### src/logic/otfs_defs.svh
`ifndef OTFS_DEFS_SVH
`define OTFS_DEFS_SVH

// ----------------------------------------
// Register byte offsets
// ----------------------------------------
`define OTFS_FAST_MODE_OFS 8'h00
`define OTFS_COLL_FN_OFS 8'h04
`define OTFS_RELAY1_FN_OFS 8'h08
`define OTFS_RELAY2_FN_OFS 8'h0C
`define OTFS_FAST_FN_OFS 8'h10
`define OTFS_VIRT_OFS 8'h14
`define OTFS_ULS_EN_OFS 8'h18
`define OTFS_LOW_THR_OFS 8'h1C
`define OTFS_STATUS_OFS 8'h20

// ----------------------------------------
// Reset values
// ----------------------------------------
`define OTFS_FAST_MODE_RST 16'h0000
`define OTFS_COLL_FN_RST 16'h0000
`define OTFS_RELAY1_FN_RST 16'h0001
`define OTFS_RELAY2_FN_RST 16'h0005
`define OTFS_FAST_FN_RST 16'h0000
`define OTFS_LOW_THR_RST 16'h0000

// ----------------------------------------
// Field positions
// ----------------------------------------
`define OTFS_FAST_MODE_BIT 0
`define OTFS_VIRT_W 3
`define OTFS_STATUS_OUT_LSB 24

// ----------------------------------------
// AXI responses
// ----------------------------------------
`define OTFS_RESP_OKAY 2'h0
`define OTFS_RESP_SLVERR 2'h2

`endif

### src/logic/otfs_pkg.sv
`include "otfs_defs.svh"

package otfs_pkg;

  // ----------------------------------------
  // Drive status sources
  // ----------------------------------------
  typedef struct packed {
    logic running;
    logic forward;
    logic jogging;
    logic freq_out;
    logic fault;
    logic out_freq_zero;
    logic cmd_freq_zero;
    logic at_upper;
    logic at_lower;
    logic mains_ok;
    logic ctrl_ok;
    logic protect_active;
    logic pre_exciting;
    logic overload_pre;
    logic underload_pre;
    logic plc_stage_done;
    logic plc_cycle_done;
    logic bus_established;
    logic position_done;
    logic spindle_return_done;
    logic spindle_scale_done;
    logic speed_limit;
    logic underload_state;
    logic pos_mode_switched;
  } otfs_status_t;

  // ----------------------------------------
  // Whole state of the top module
  // ----------------------------------------
  typedef struct packed {
    otfs_status_t st_meta;
    otfs_status_t st_sync;
    logic [15:0] fast_mode;
    logic [3:0][15:0] fn_code;
    logic [15:0] virt;
    logic [15:0] uls_en;
    logic [15:0] low_thr;
    logic [3:0] outs;
    logic aw_got;
    logic w_got;
    logic [7:0] awaddr;
    logic [31:0] wdata;
    logic [3:0] wstrb;
    logic bvalid;
    logic [1:0] bresp;
    logic rvalid;
    logic [31:0] rdata;
    logic [1:0] rresp;
  } otfs_state_t;

endpackage

### src/logic/otfs_top.sv
// The implementer's own choices: the AXI4-Lite interface to the registers and the address map.
`timescale 1ns/100ps
`include "otfs_defs.svh"

// Behaviour
// - Two relays, one collector output, one fast output, each with own code.
// - Same code may drive several outputs, each following independently.
// - Code 0 leaves the output inactive.
// - Code 1: on while running with frequency output.
// - Code 2 forward running, code 3 reverse running, both with frequency.
// - Code 4: on while jogging with frequency output.
// - Code 5: on while the drive is faulted.
// - Code 9: on when output and commanded frequency both zero.
// - Code 10: on when running at upper limit frequency.
// - Code 11: on when running at lower limit frequency.
// - Code 12: on when circuits established and no protection active.
// - Code 13: on while pre-exciting.
// - Code 14 overload pre-alarm, code 15 underload pre-alarm.
// - Code 16 sequencer stage done, code 17 sequencer cycle done.
// - Codes 23 to 25 follow Modbus, fieldbus, Ethernet virtual values.
// - Code 26: on once bus voltage is established.
// - Codes 30 to 32: positioning, spindle return, spindle scaling done.
// - Code 33: on while speed sits at a limit.
// - Code 34: on while bus voltage below low threshold.
// - Code 35: on when underload-stop enabled and underload present.
// - Code 36: on once switched from speed to position mode.
// - Fast output mode 0 pulses, 1 switches; defaults to 0.

module otfs_top #(
  parameter int ADDR_W = 8
) (
  input wire logic aclk,
  input wire logic aresetn,
  input wire logic [ADDR_W-1:0] s_axi_awaddr,
  input wire logic [2:0] s_axi_awprot,
  input wire logic s_axi_awvalid,
  output logic s_axi_awready,
  input wire logic [31:0] s_axi_wdata,
  input wire logic [3:0] s_axi_wstrb,
  input wire logic s_axi_wvalid,
  output logic s_axi_wready,
  output logic [1:0] s_axi_bresp,
  output logic s_axi_bvalid,
  input wire logic s_axi_bready,
  input wire logic [ADDR_W-1:0] s_axi_araddr,
  input wire logic [2:0] s_axi_arprot,
  input wire logic s_axi_arvalid,
  output logic s_axi_arready,
  output logic [31:0] s_axi_rdata,
  output logic [1:0] s_axi_rresp,
  output logic s_axi_rvalid,
  input wire logic s_axi_rready,
  input wire otfs_pkg::otfs_status_t drive_status,
  input wire logic [15:0] bus_voltage,
  input wire logic pulse_train,
  output logic relay_one_drive,
  output logic relay_two_drive,
  output logic collector_output_one,
  output logic fast_pulse_output
);

  // ----------------------------------------
  // Parameter check
  // ----------------------------------------
  generate
    if (ADDR_W < 6 || ADDR_W > 8) begin : g_bad_addr
      $error("otfs_top: ADDR_W must be 6 to 8");
    end
    if ($bits(otfs_pkg::otfs_status_t) > `OTFS_STATUS_OUT_LSB) begin : g_bad_status
      $error("otfs_top: status sources overlap the output field");
    end
    if (`OTFS_VIRT_W > 4) begin : g_bad_virt
      $error("otfs_top: virtual value field exceeds its nibble");
    end
    if (`OTFS_FAST_MODE_BIT > 15) begin : g_bad_mode
      $error("otfs_top: fast mode bit outside its register");
    end
  endgenerate

  // ----------------------------------------
  // State
  // ----------------------------------------
  otfs_pkg::otfs_state_t cur_ff;
  otfs_pkg::otfs_state_t nxt_cur;
  logic [3:0] sel_on;
  logic low_bus;
  logic aw_now;
  logic w_now;
  logic have_aw;
  logic have_w;
  logic [7:0] wr_addr;
  logic [31:0] wr_data;
  logic [3:0] wr_strb;
  logic [7:0] rd_addr;
  logic [31:0] rd_word;
  logic rd_hit;
  logic wr_hit;
  logic wr_fire;
  logic wr_fast_mode;
  logic [3:0] wr_fn;
  logic wr_virt;
  logic wr_uls;
  logic wr_thr;
  logic [3:0] drv_nxt;
  logic [31:0] status_word;

  // Outputs index: 0 relay one, 1 relay two, 2 collector, 3 fast
  localparam int IDX_FAST = 3;

  // ----------------------------------------
  // Byte-lane merge
  // ----------------------------------------
  // Only the two low lanes exist; upper strobes are ignored
  function automatic logic [15:0] merge16(
    input logic [15:0] old,
    input logic [31:0] data,
    input logic [3:0] strb
  );
    logic [15:0] res;
    res = old;
    if (strb[0]) begin
      res[7:0] = data[7:0];
    end
    if (strb[1]) begin
      res[15:8] = data[15:8];
    end
    return res;
  endfunction

  // ----------------------------------------
  // Per-output selectors
  // ----------------------------------------
  // Each output has its own decoder, so a shared code never couples them
  generate
    for (genvar gi = 0; gi < 4; gi++) begin : g_sel
      otfs_select u_sel (
        .code(cur_ff.fn_code[gi]),
        .st(cur_ff.st_sync),
        .virt(cur_ff.virt[gi*4 +: `OTFS_VIRT_W]),
        .low_bus(low_bus),
        .uls_en(cur_ff.uls_en[0]),
        .on(sel_on[gi])
      );
    end
  endgenerate

  // ----------------------------------------
  // Low bus voltage
  // ----------------------------------------
  // Bus voltage comes from same-clock measurement logic
  assign low_bus = bus_voltage < cur_ff.low_thr;

  // ----------------------------------------
  // Terminal drive
  // ----------------------------------------
  // Pulse mode hands the fast pin to the pulse generator
  generate
    for (genvar go = 0; go < 4; go++) begin : g_drv
      if (go == IDX_FAST) begin : g_fast
        assign drv_nxt[go] = cur_ff.fast_mode[`OTFS_FAST_MODE_BIT] ? sel_on[go] : pulse_train;
      end else begin : g_plain
        assign drv_nxt[go] = sel_on[go];
      end
    end
  endgenerate

  // ----------------------------------------
  // Bus handshakes
  // ----------------------------------------
  // One write in flight; a pending response blocks new address and data
  assign s_axi_awready = ~cur_ff.aw_got & ~cur_ff.bvalid;
  assign s_axi_wready = ~cur_ff.w_got & ~cur_ff.bvalid;
  assign s_axi_arready = ~cur_ff.rvalid;
  assign s_axi_bvalid = cur_ff.bvalid;
  assign s_axi_bresp = cur_ff.bresp;
  assign s_axi_rvalid = cur_ff.rvalid;
  assign s_axi_rdata = cur_ff.rdata;
  assign s_axi_rresp = cur_ff.rresp;

  assign aw_now = s_axi_awvalid & s_axi_awready;
  assign w_now = s_axi_wvalid & s_axi_wready;
  assign have_aw = cur_ff.aw_got | aw_now;
  assign have_w = cur_ff.w_got | w_now;
  assign wr_addr = aw_now ? 8'(s_axi_awaddr) : cur_ff.awaddr;
  assign wr_data = w_now ? s_axi_wdata : cur_ff.wdata;
  assign wr_strb = w_now ? s_axi_wstrb : cur_ff.wstrb;
  assign rd_addr = 8'(s_axi_araddr);

  // ----------------------------------------
  // Pin outputs
  // ----------------------------------------
  assign relay_one_drive = cur_ff.outs[0];
  assign relay_two_drive = cur_ff.outs[1];
  assign collector_output_one = cur_ff.outs[2];
  assign fast_pulse_output = cur_ff.outs[IDX_FAST];

  // ----------------------------------------
  // Status word
  // ----------------------------------------
  // Synchronised sources low, registered terminal levels above them
  always_comb begin
    status_word = 32'h00000000;
    status_word[$bits(otfs_pkg::otfs_status_t)-1:0] = cur_ff.st_sync;
    status_word[`OTFS_STATUS_OUT_LSB +: 4] = cur_ff.outs;
  end

  // ----------------------------------------
  // Read decode
  // ----------------------------------------
  always_comb begin
    rd_hit = 1'b1;
    rd_word = 32'h00000000;
    case (rd_addr)
      `OTFS_FAST_MODE_OFS: rd_word[15:0] = cur_ff.fast_mode;
      `OTFS_COLL_FN_OFS: rd_word[15:0] = cur_ff.fn_code[2];
      `OTFS_RELAY1_FN_OFS: rd_word[15:0] = cur_ff.fn_code[0];
      `OTFS_RELAY2_FN_OFS: rd_word[15:0] = cur_ff.fn_code[1];
      `OTFS_FAST_FN_OFS: rd_word[15:0] = cur_ff.fn_code[IDX_FAST];
      `OTFS_VIRT_OFS: rd_word[15:0] = cur_ff.virt;
      `OTFS_ULS_EN_OFS: rd_word[15:0] = cur_ff.uls_en;
      `OTFS_LOW_THR_OFS: rd_word[15:0] = cur_ff.low_thr;
      `OTFS_STATUS_OFS: rd_word = status_word;
      default: rd_hit = 1'b0;
    endcase
  end

  // ----------------------------------------
  // Write decode
  // ----------------------------------------
  // One strobe per register keeps the update logic free of address compares
  always_comb begin
    wr_fire = have_aw & have_w;
    wr_hit = 1'b1;
    wr_fast_mode = 1'b0;
    wr_fn = 4'h0;
    wr_virt = 1'b0;
    wr_uls = 1'b0;
    wr_thr = 1'b0;
    case (wr_addr)
      `OTFS_FAST_MODE_OFS: begin
        wr_fast_mode = wr_fire;
      end
      `OTFS_COLL_FN_OFS: begin
        wr_fn[2] = wr_fire;
      end
      `OTFS_RELAY1_FN_OFS: begin
        wr_fn[0] = wr_fire;
      end
      `OTFS_RELAY2_FN_OFS: begin
        wr_fn[1] = wr_fire;
      end
      `OTFS_FAST_FN_OFS: begin
        wr_fn[IDX_FAST] = wr_fire;
      end
      `OTFS_VIRT_OFS: begin
        wr_virt = wr_fire;
      end
      `OTFS_ULS_EN_OFS: begin
        wr_uls = wr_fire;
      end
      `OTFS_LOW_THR_OFS: begin
        wr_thr = wr_fire;
      end
      // Status is read-only; writing it is refused
      default: begin
        wr_hit = 1'b0;
      end
    endcase
  end

  // ----------------------------------------
  // Next state
  // ----------------------------------------
  always_comb begin
    nxt_cur = cur_ff;
    // Status pins come from another domain: two stages first
    nxt_cur.st_meta = drive_status;
    nxt_cur.st_sync = cur_ff.st_meta;

    // Write address and data, in either order
    if (aw_now) begin
      nxt_cur.aw_got = 1'b1;
      nxt_cur.awaddr = 8'(s_axi_awaddr);
    end
    if (w_now) begin
      nxt_cur.w_got = 1'b1;
      nxt_cur.wdata = s_axi_wdata;
      nxt_cur.wstrb = s_axi_wstrb;
    end
    if (wr_fire) begin
      nxt_cur.aw_got = 1'b0;
      nxt_cur.w_got = 1'b0;
      nxt_cur.bvalid = 1'b1;
      nxt_cur.bresp = wr_hit ? `OTFS_RESP_OKAY : `OTFS_RESP_SLVERR;
    end
    if (wr_fast_mode) begin
      nxt_cur.fast_mode = merge16(cur_ff.fast_mode, wr_data, wr_strb);
    end
    for (int i = 0; i < 4; i++) begin
      if (wr_fn[i]) begin
        nxt_cur.fn_code[i] = merge16(cur_ff.fn_code[i], wr_data, wr_strb);
      end
    end
    if (wr_virt) begin
      nxt_cur.virt = merge16(cur_ff.virt, wr_data, wr_strb);
    end
    if (wr_uls) begin
      nxt_cur.uls_en = merge16(cur_ff.uls_en, wr_data, wr_strb);
    end
    if (wr_thr) begin
      nxt_cur.low_thr = merge16(cur_ff.low_thr, wr_data, wr_strb);
    end
    if (cur_ff.bvalid && s_axi_bready) begin
      nxt_cur.bvalid = 1'b0;
    end

    // Read channel
    if (s_axi_arvalid && s_axi_arready) begin
      nxt_cur.rvalid = 1'b1;
      nxt_cur.rdata = rd_word;
      nxt_cur.rresp = rd_hit ? `OTFS_RESP_OKAY : `OTFS_RESP_SLVERR;
    end else if (cur_ff.rvalid && s_axi_rready) begin
      nxt_cur.rvalid = 1'b0;
    end

    // Terminal drive
    nxt_cur.outs = drv_nxt;
  end

  // ----------------------------------------
  // Registers
  // ----------------------------------------
  always_ff @(posedge aclk) begin
    if (!aresetn) begin
      cur_ff <= '0;
      cur_ff.fast_mode <= `OTFS_FAST_MODE_RST;
      cur_ff.fn_code[0] <= `OTFS_RELAY1_FN_RST;
      cur_ff.fn_code[1] <= `OTFS_RELAY2_FN_RST;
      cur_ff.fn_code[2] <= `OTFS_COLL_FN_RST;
      cur_ff.fn_code[IDX_FAST] <= `OTFS_FAST_FN_RST;
      cur_ff.low_thr <= `OTFS_LOW_THR_RST;
    end else begin
      cur_ff <= nxt_cur;
    end
  end

endmodule

### src/logic/otfs_select.sv
`timescale 1ns/100ps
`include "otfs_defs.svh"

module otfs_select (
  input wire logic [15:0] code,
  input wire otfs_pkg::otfs_status_t st,
  input wire logic [`OTFS_VIRT_W-1:0] virt,
  input wire logic low_bus,
  input wire logic uls_en,
  output logic on
);

  logic run_f;

  // ----------------------------------------
  // Function code decode
  // ----------------------------------------
  always_comb begin
    run_f = st.running & st.freq_out;
    case (code)
      16'h0001: on = run_f;
      16'h0002: on = run_f & st.forward;
      16'h0003: on = run_f & ~st.forward;
      16'h0004: on = run_f & st.jogging;
      16'h0005: on = st.fault;
      16'h0009: on = st.out_freq_zero & st.cmd_freq_zero;
      16'h000A: on = st.at_upper;
      16'h000B: on = st.at_lower;
      16'h000C: on = st.mains_ok & st.ctrl_ok & ~st.protect_active;
      16'h000D: on = st.pre_exciting;
      16'h000E: on = st.overload_pre;
      16'h000F: on = st.underload_pre;
      16'h0010: on = st.plc_stage_done;
      16'h0011: on = st.plc_cycle_done;
      16'h0017: on = virt[0];
      16'h0018: on = virt[1];
      16'h0019: on = virt[2];
      16'h001A: on = st.bus_established;
      16'h001E: on = st.position_done;
      16'h001F: on = st.spindle_return_done;
      16'h0020: on = st.spindle_scale_done;
      16'h0021: on = st.speed_limit;
      16'h0022: on = low_bus;
      16'h0023: on = uls_en & st.underload_state;
      16'h0024: on = st.pos_mode_switched;
      // Frequency detect codes 6 to 8 need thresholds held elsewhere
      default: on = 1'b0;
    endcase
  end

endmodule

### config.mk
export PLATFORM = sky130hd
export DESIGN_NAME = otfs_top
export DESIGN_NICKNAME = d
export VERILOG_FILES = /design/src/logic/otfs_pkg.sv /design/src/logic/otfs_top.sv /design/src/logic/otfs_select.sv
export VERILOG_INCLUDE_DIRS = /design/src /design/src/logic
export SDC_FILE = /design/constraint.sdc
export NUM_CORES = 1
export LEC_CHECK = 0
export BUFFER_PORTS_ARGS = -buffer_cell sky130_fd_sc_hd__buf_2
export CORE_ASPECT_RATIO = 0.8
export CORE_MARGIN = 3
export CORE_UTILIZATION = 60
export CTS_BUF_LIST = sky130_fd_sc_hd__clkbuf_8
export DETAILED_ROUTE_END_ITERATION = 10
export PLACE_DENSITY_LB_ADDON = 0.15
export SETUP_SLACK_MARGIN = 0.3
export SKIP_CTS_REPAIR_TIMING = 1
export SLEW_MARGIN = 15
export SYNTH_ARGS = -nofsm -noshare
export SYNTH_HDL_FRONTEND = slang
export SYNTH_SLANG_ARGS = --single-unit
### constraint.sdc
create_clock -name aclk -period 2.65 [get_ports aclk]
set_input_delay 0.1325 -clock aclk [delete_from_list [all_inputs] [get_ports aclk]]
set_output_delay 0.1325 -clock aclk [all_outputs]
set_load 0.05 [all_outputs]
==> results by group <==
Run status
  – Status: finished with violations
  – Failing checks: negative hold slack

Placement
  – Post-place instance area: 0.0129 sq mm
  – Post-DP HPWL: about 24000 um
  – RePlAce Congestion: roughly 0.95
  – I/O Buffers: between 100 and 150

Global routing
  – Pin count of the biggest net entering global routing: ~230
  – Remaining Overflow, GRT: 0
  – Vias in the first global route: 9355
  – First-pass GRT wire length: about 52000 um
  – GRT Util Overall: 29.4%
  – Initial antenna violation count: 0

Die
  – Die Y: roughly 130 um
  – FP Rows: between 40 and 50
  – Initial core utilization: between 60% and 70%
  – Die width: between 150 and 200 um
  – Io pins: 151
  – Core Region: 0.0200 sq mm
  – Die area: around 0.022 sq mm

Power and ir drop
  – LEAKAGE: a little under 6 nW
  – Power density over cell area: between 500 and 600 mW/mm^2
  – Max rail drop VDD: roughly 430 uV

Timing
  – Clock Skews: 0.0154 ns
  – Final-report max-slew violation count: 0
  – Setup TNS: 0 ns
  – Slew @ Worst Pin: between 0.8 and 0.9 ns
  – Final period util: 86.7%
  – Endpoints failing hold: 1
  – Fmax: 435 MHz
  – Final setup fails: 0
  – Fin crit period: ~2.3 ns
  – Final Hold Slack: -0.0284 ns
  – Unrepaired setup endpoints after global routing: true
  – Max_slew headroom: 42.3%

Synthesis
  – Synth warnings: 0
  – Synth area leader: dfxtp_1
  – Flops & latches, synth: 240
  – Synth Flop Type: dfxtp_1
  – Top-count cell post-synth: dfxtp_1
  – Sequential area share after synthesis: between 30% and 40%
  – Synth unique cells: 78
  – Post-synth EDFFs: 0
  – Asr flop ratio synth: 0%
  – Top post-synthesis cells by count: dfxtp_1, mux2i_1, nor2b_1
  – Syn avg cell area: between 9 and 10 sq um
  – Main area contributors after synthesis: dfxtp_1, mux2i_1, nor2b_1, and2_1, mux2_2
  – Synth Instances: between 1000 and 1500
  – Synth top area share: 39.0%
  – Synth Cell Area: ~0.012 sq mm

Worst setup path
  – CP required: 3.09 ns
  – Arrival time at the worst endpoint: roughly 2.7 ns
  – Critical path capture point type: flip-flop
  – CP Class: flip-flop to flip-flop
  – Worst Path Max Fanout: 8
  – Critical path launch point type: flip-flop

Cells and area
  – Biggest register: cur_ff
  – Syn-to-layout area delta: 15.0%
  – Number of flip-flops in the largest register: between 200 and 250
  – Final #Nets: approximately 1600
  – Post-Layout Inst Area: 0.0141 sq mm
  – Fill count: around 1500
  – Area occupied by multi-input gates: between 0.006 and 0.007 sq mm
  – Seq. cell area: between 0.004 and 0.005 sq mm
  – Share of post-route cells with drive strength above 1: about a fifth
  – Ant diodes: 0

CTS
  – CTS buffer count: 39
  – H-tree levels: 2
  – Clock Root Buffer: clkbuf_8
  – # clock sinks: 240
  – TritonCTS clock tree: built
  – Maximum buffer depth of the clock tree: 3
  – Clk_lat worst skew: approximately 0.56 ns
  – Worst-path clk slew: about 0.060 ns

Routing
  – DRC Markers: 0
  – DR WL/cell: about 20 um
  – Antenna viol nets, final: 0
  – Via count: 10300
  – Vias per cell: 5.98
  – DR pass1 iterations: 7
  – Drt initial violations: about 1300
  – Total Wirelength: 34700 um

Hold path
  – Hold WC Path Type: primary input to flip-flop

Run
  – Max-cap viol count: 0
worst max-delay path, cell delays in order (launching register included):
cell     delay (ns)
dfxtp_1        0.31
or4_4          0.57
or3b_4         0.43
o22ai_4        0.20
buf_12         0.16
nand3_4        0.18
mux2i_2        0.24
nor2b_1        0.07
layer usage:
layer  up-vias  track usage [%]  part of all wire [%]
met5         -                0                     0
met4         0             8.82                   2.1
met3        61             6.92                   9.5
met2       476             44.5                    44
met1      4869             42.2                    45
li1       4926                -                     -
metrics by stage:
stage	setup WS, ns	utilization, %	cells	total power [mW]	hold slack (ns)
floorplan	0.302	-	1322	4.35	0.260
global placement	0.275	64.7	1615	4.60	0.339
detailed placement	0.248	64.7	1615	4.61	0.343
CTS	0.249	68.5	1685	7.75	-0.253
global route	0.228	70.8	1727	8.04	0.000396
finish	0.352	70.8	1727	7.77	-0.0284
power breakdown:
part           total, mW  internal, mW  switching [mW]
clock network       3.17          1.66            1.51
logic              0.840         0.330           0.510
registers           3.76          3.69          0.0690
total               7.77          5.68            2.09
cell usage in the layout, fill, tap and decap left out, types with 9 or more instances in the layout:
cell           count
a21boi_0          21
a21o_1            19
a21oi_1           41
a222oi_1          12
a22oi_1           26
a31oi_1           11
and2_1            68
buf_2            119
buf_4             40
clkbuf_8          45
dfxtp_1          239
dlygate4sd3_1     33
ha_1              15
inv_1             44
mux2_2            31
mux2i_1          135
nand2_1           91
nand2b_1          10
nand3_1           31
nand3b_1          10
nand4_1            9
nor2_1            49
nor2b_1          128
nor3_1            10
nor4_1            15
o211a_1           21
o21ai_0           24
o22ai_1           15
cell type report:
type,count,area share [%]
Tap cell,264,2.33
Clock inverter,25,1.03
Sequential cell,240,34.0
Timing Repair Buffer,198,9.52
Multi-Input combinational cell,929,48.1
Inverter,26,0.690
Clock buffer,45,4.38
worst paths after layout:
path / startpoint / endpoint / slack (ns) / depth (start not counted)
setup reg to reg: cur_ff[80] / cur_ff[178] / 0.35 / 7
hold reg to reg: cur_ff[263] / cur_ff[239] / 0.43 / 1
hold / removal: pulse_train / fast_pulse_output / -0.03 / 5
setup / recovery: cur_ff[80] / cur_ff[178] / 0.35 / 7
kinds of logic after synthesis:
kind of cell / share of synthesized area (%)
AO/OA/AOI/OAI: 15.5
flip-flops: 39.0
buffers and inverters: 5.99
adder cells (fa/ha/maj): 1.53
multiplexers: 14.1
AND/OR/NAND/NOR: 23.8
other: 0.0305
Note: power is estimated with default switching activity, not from simulation.
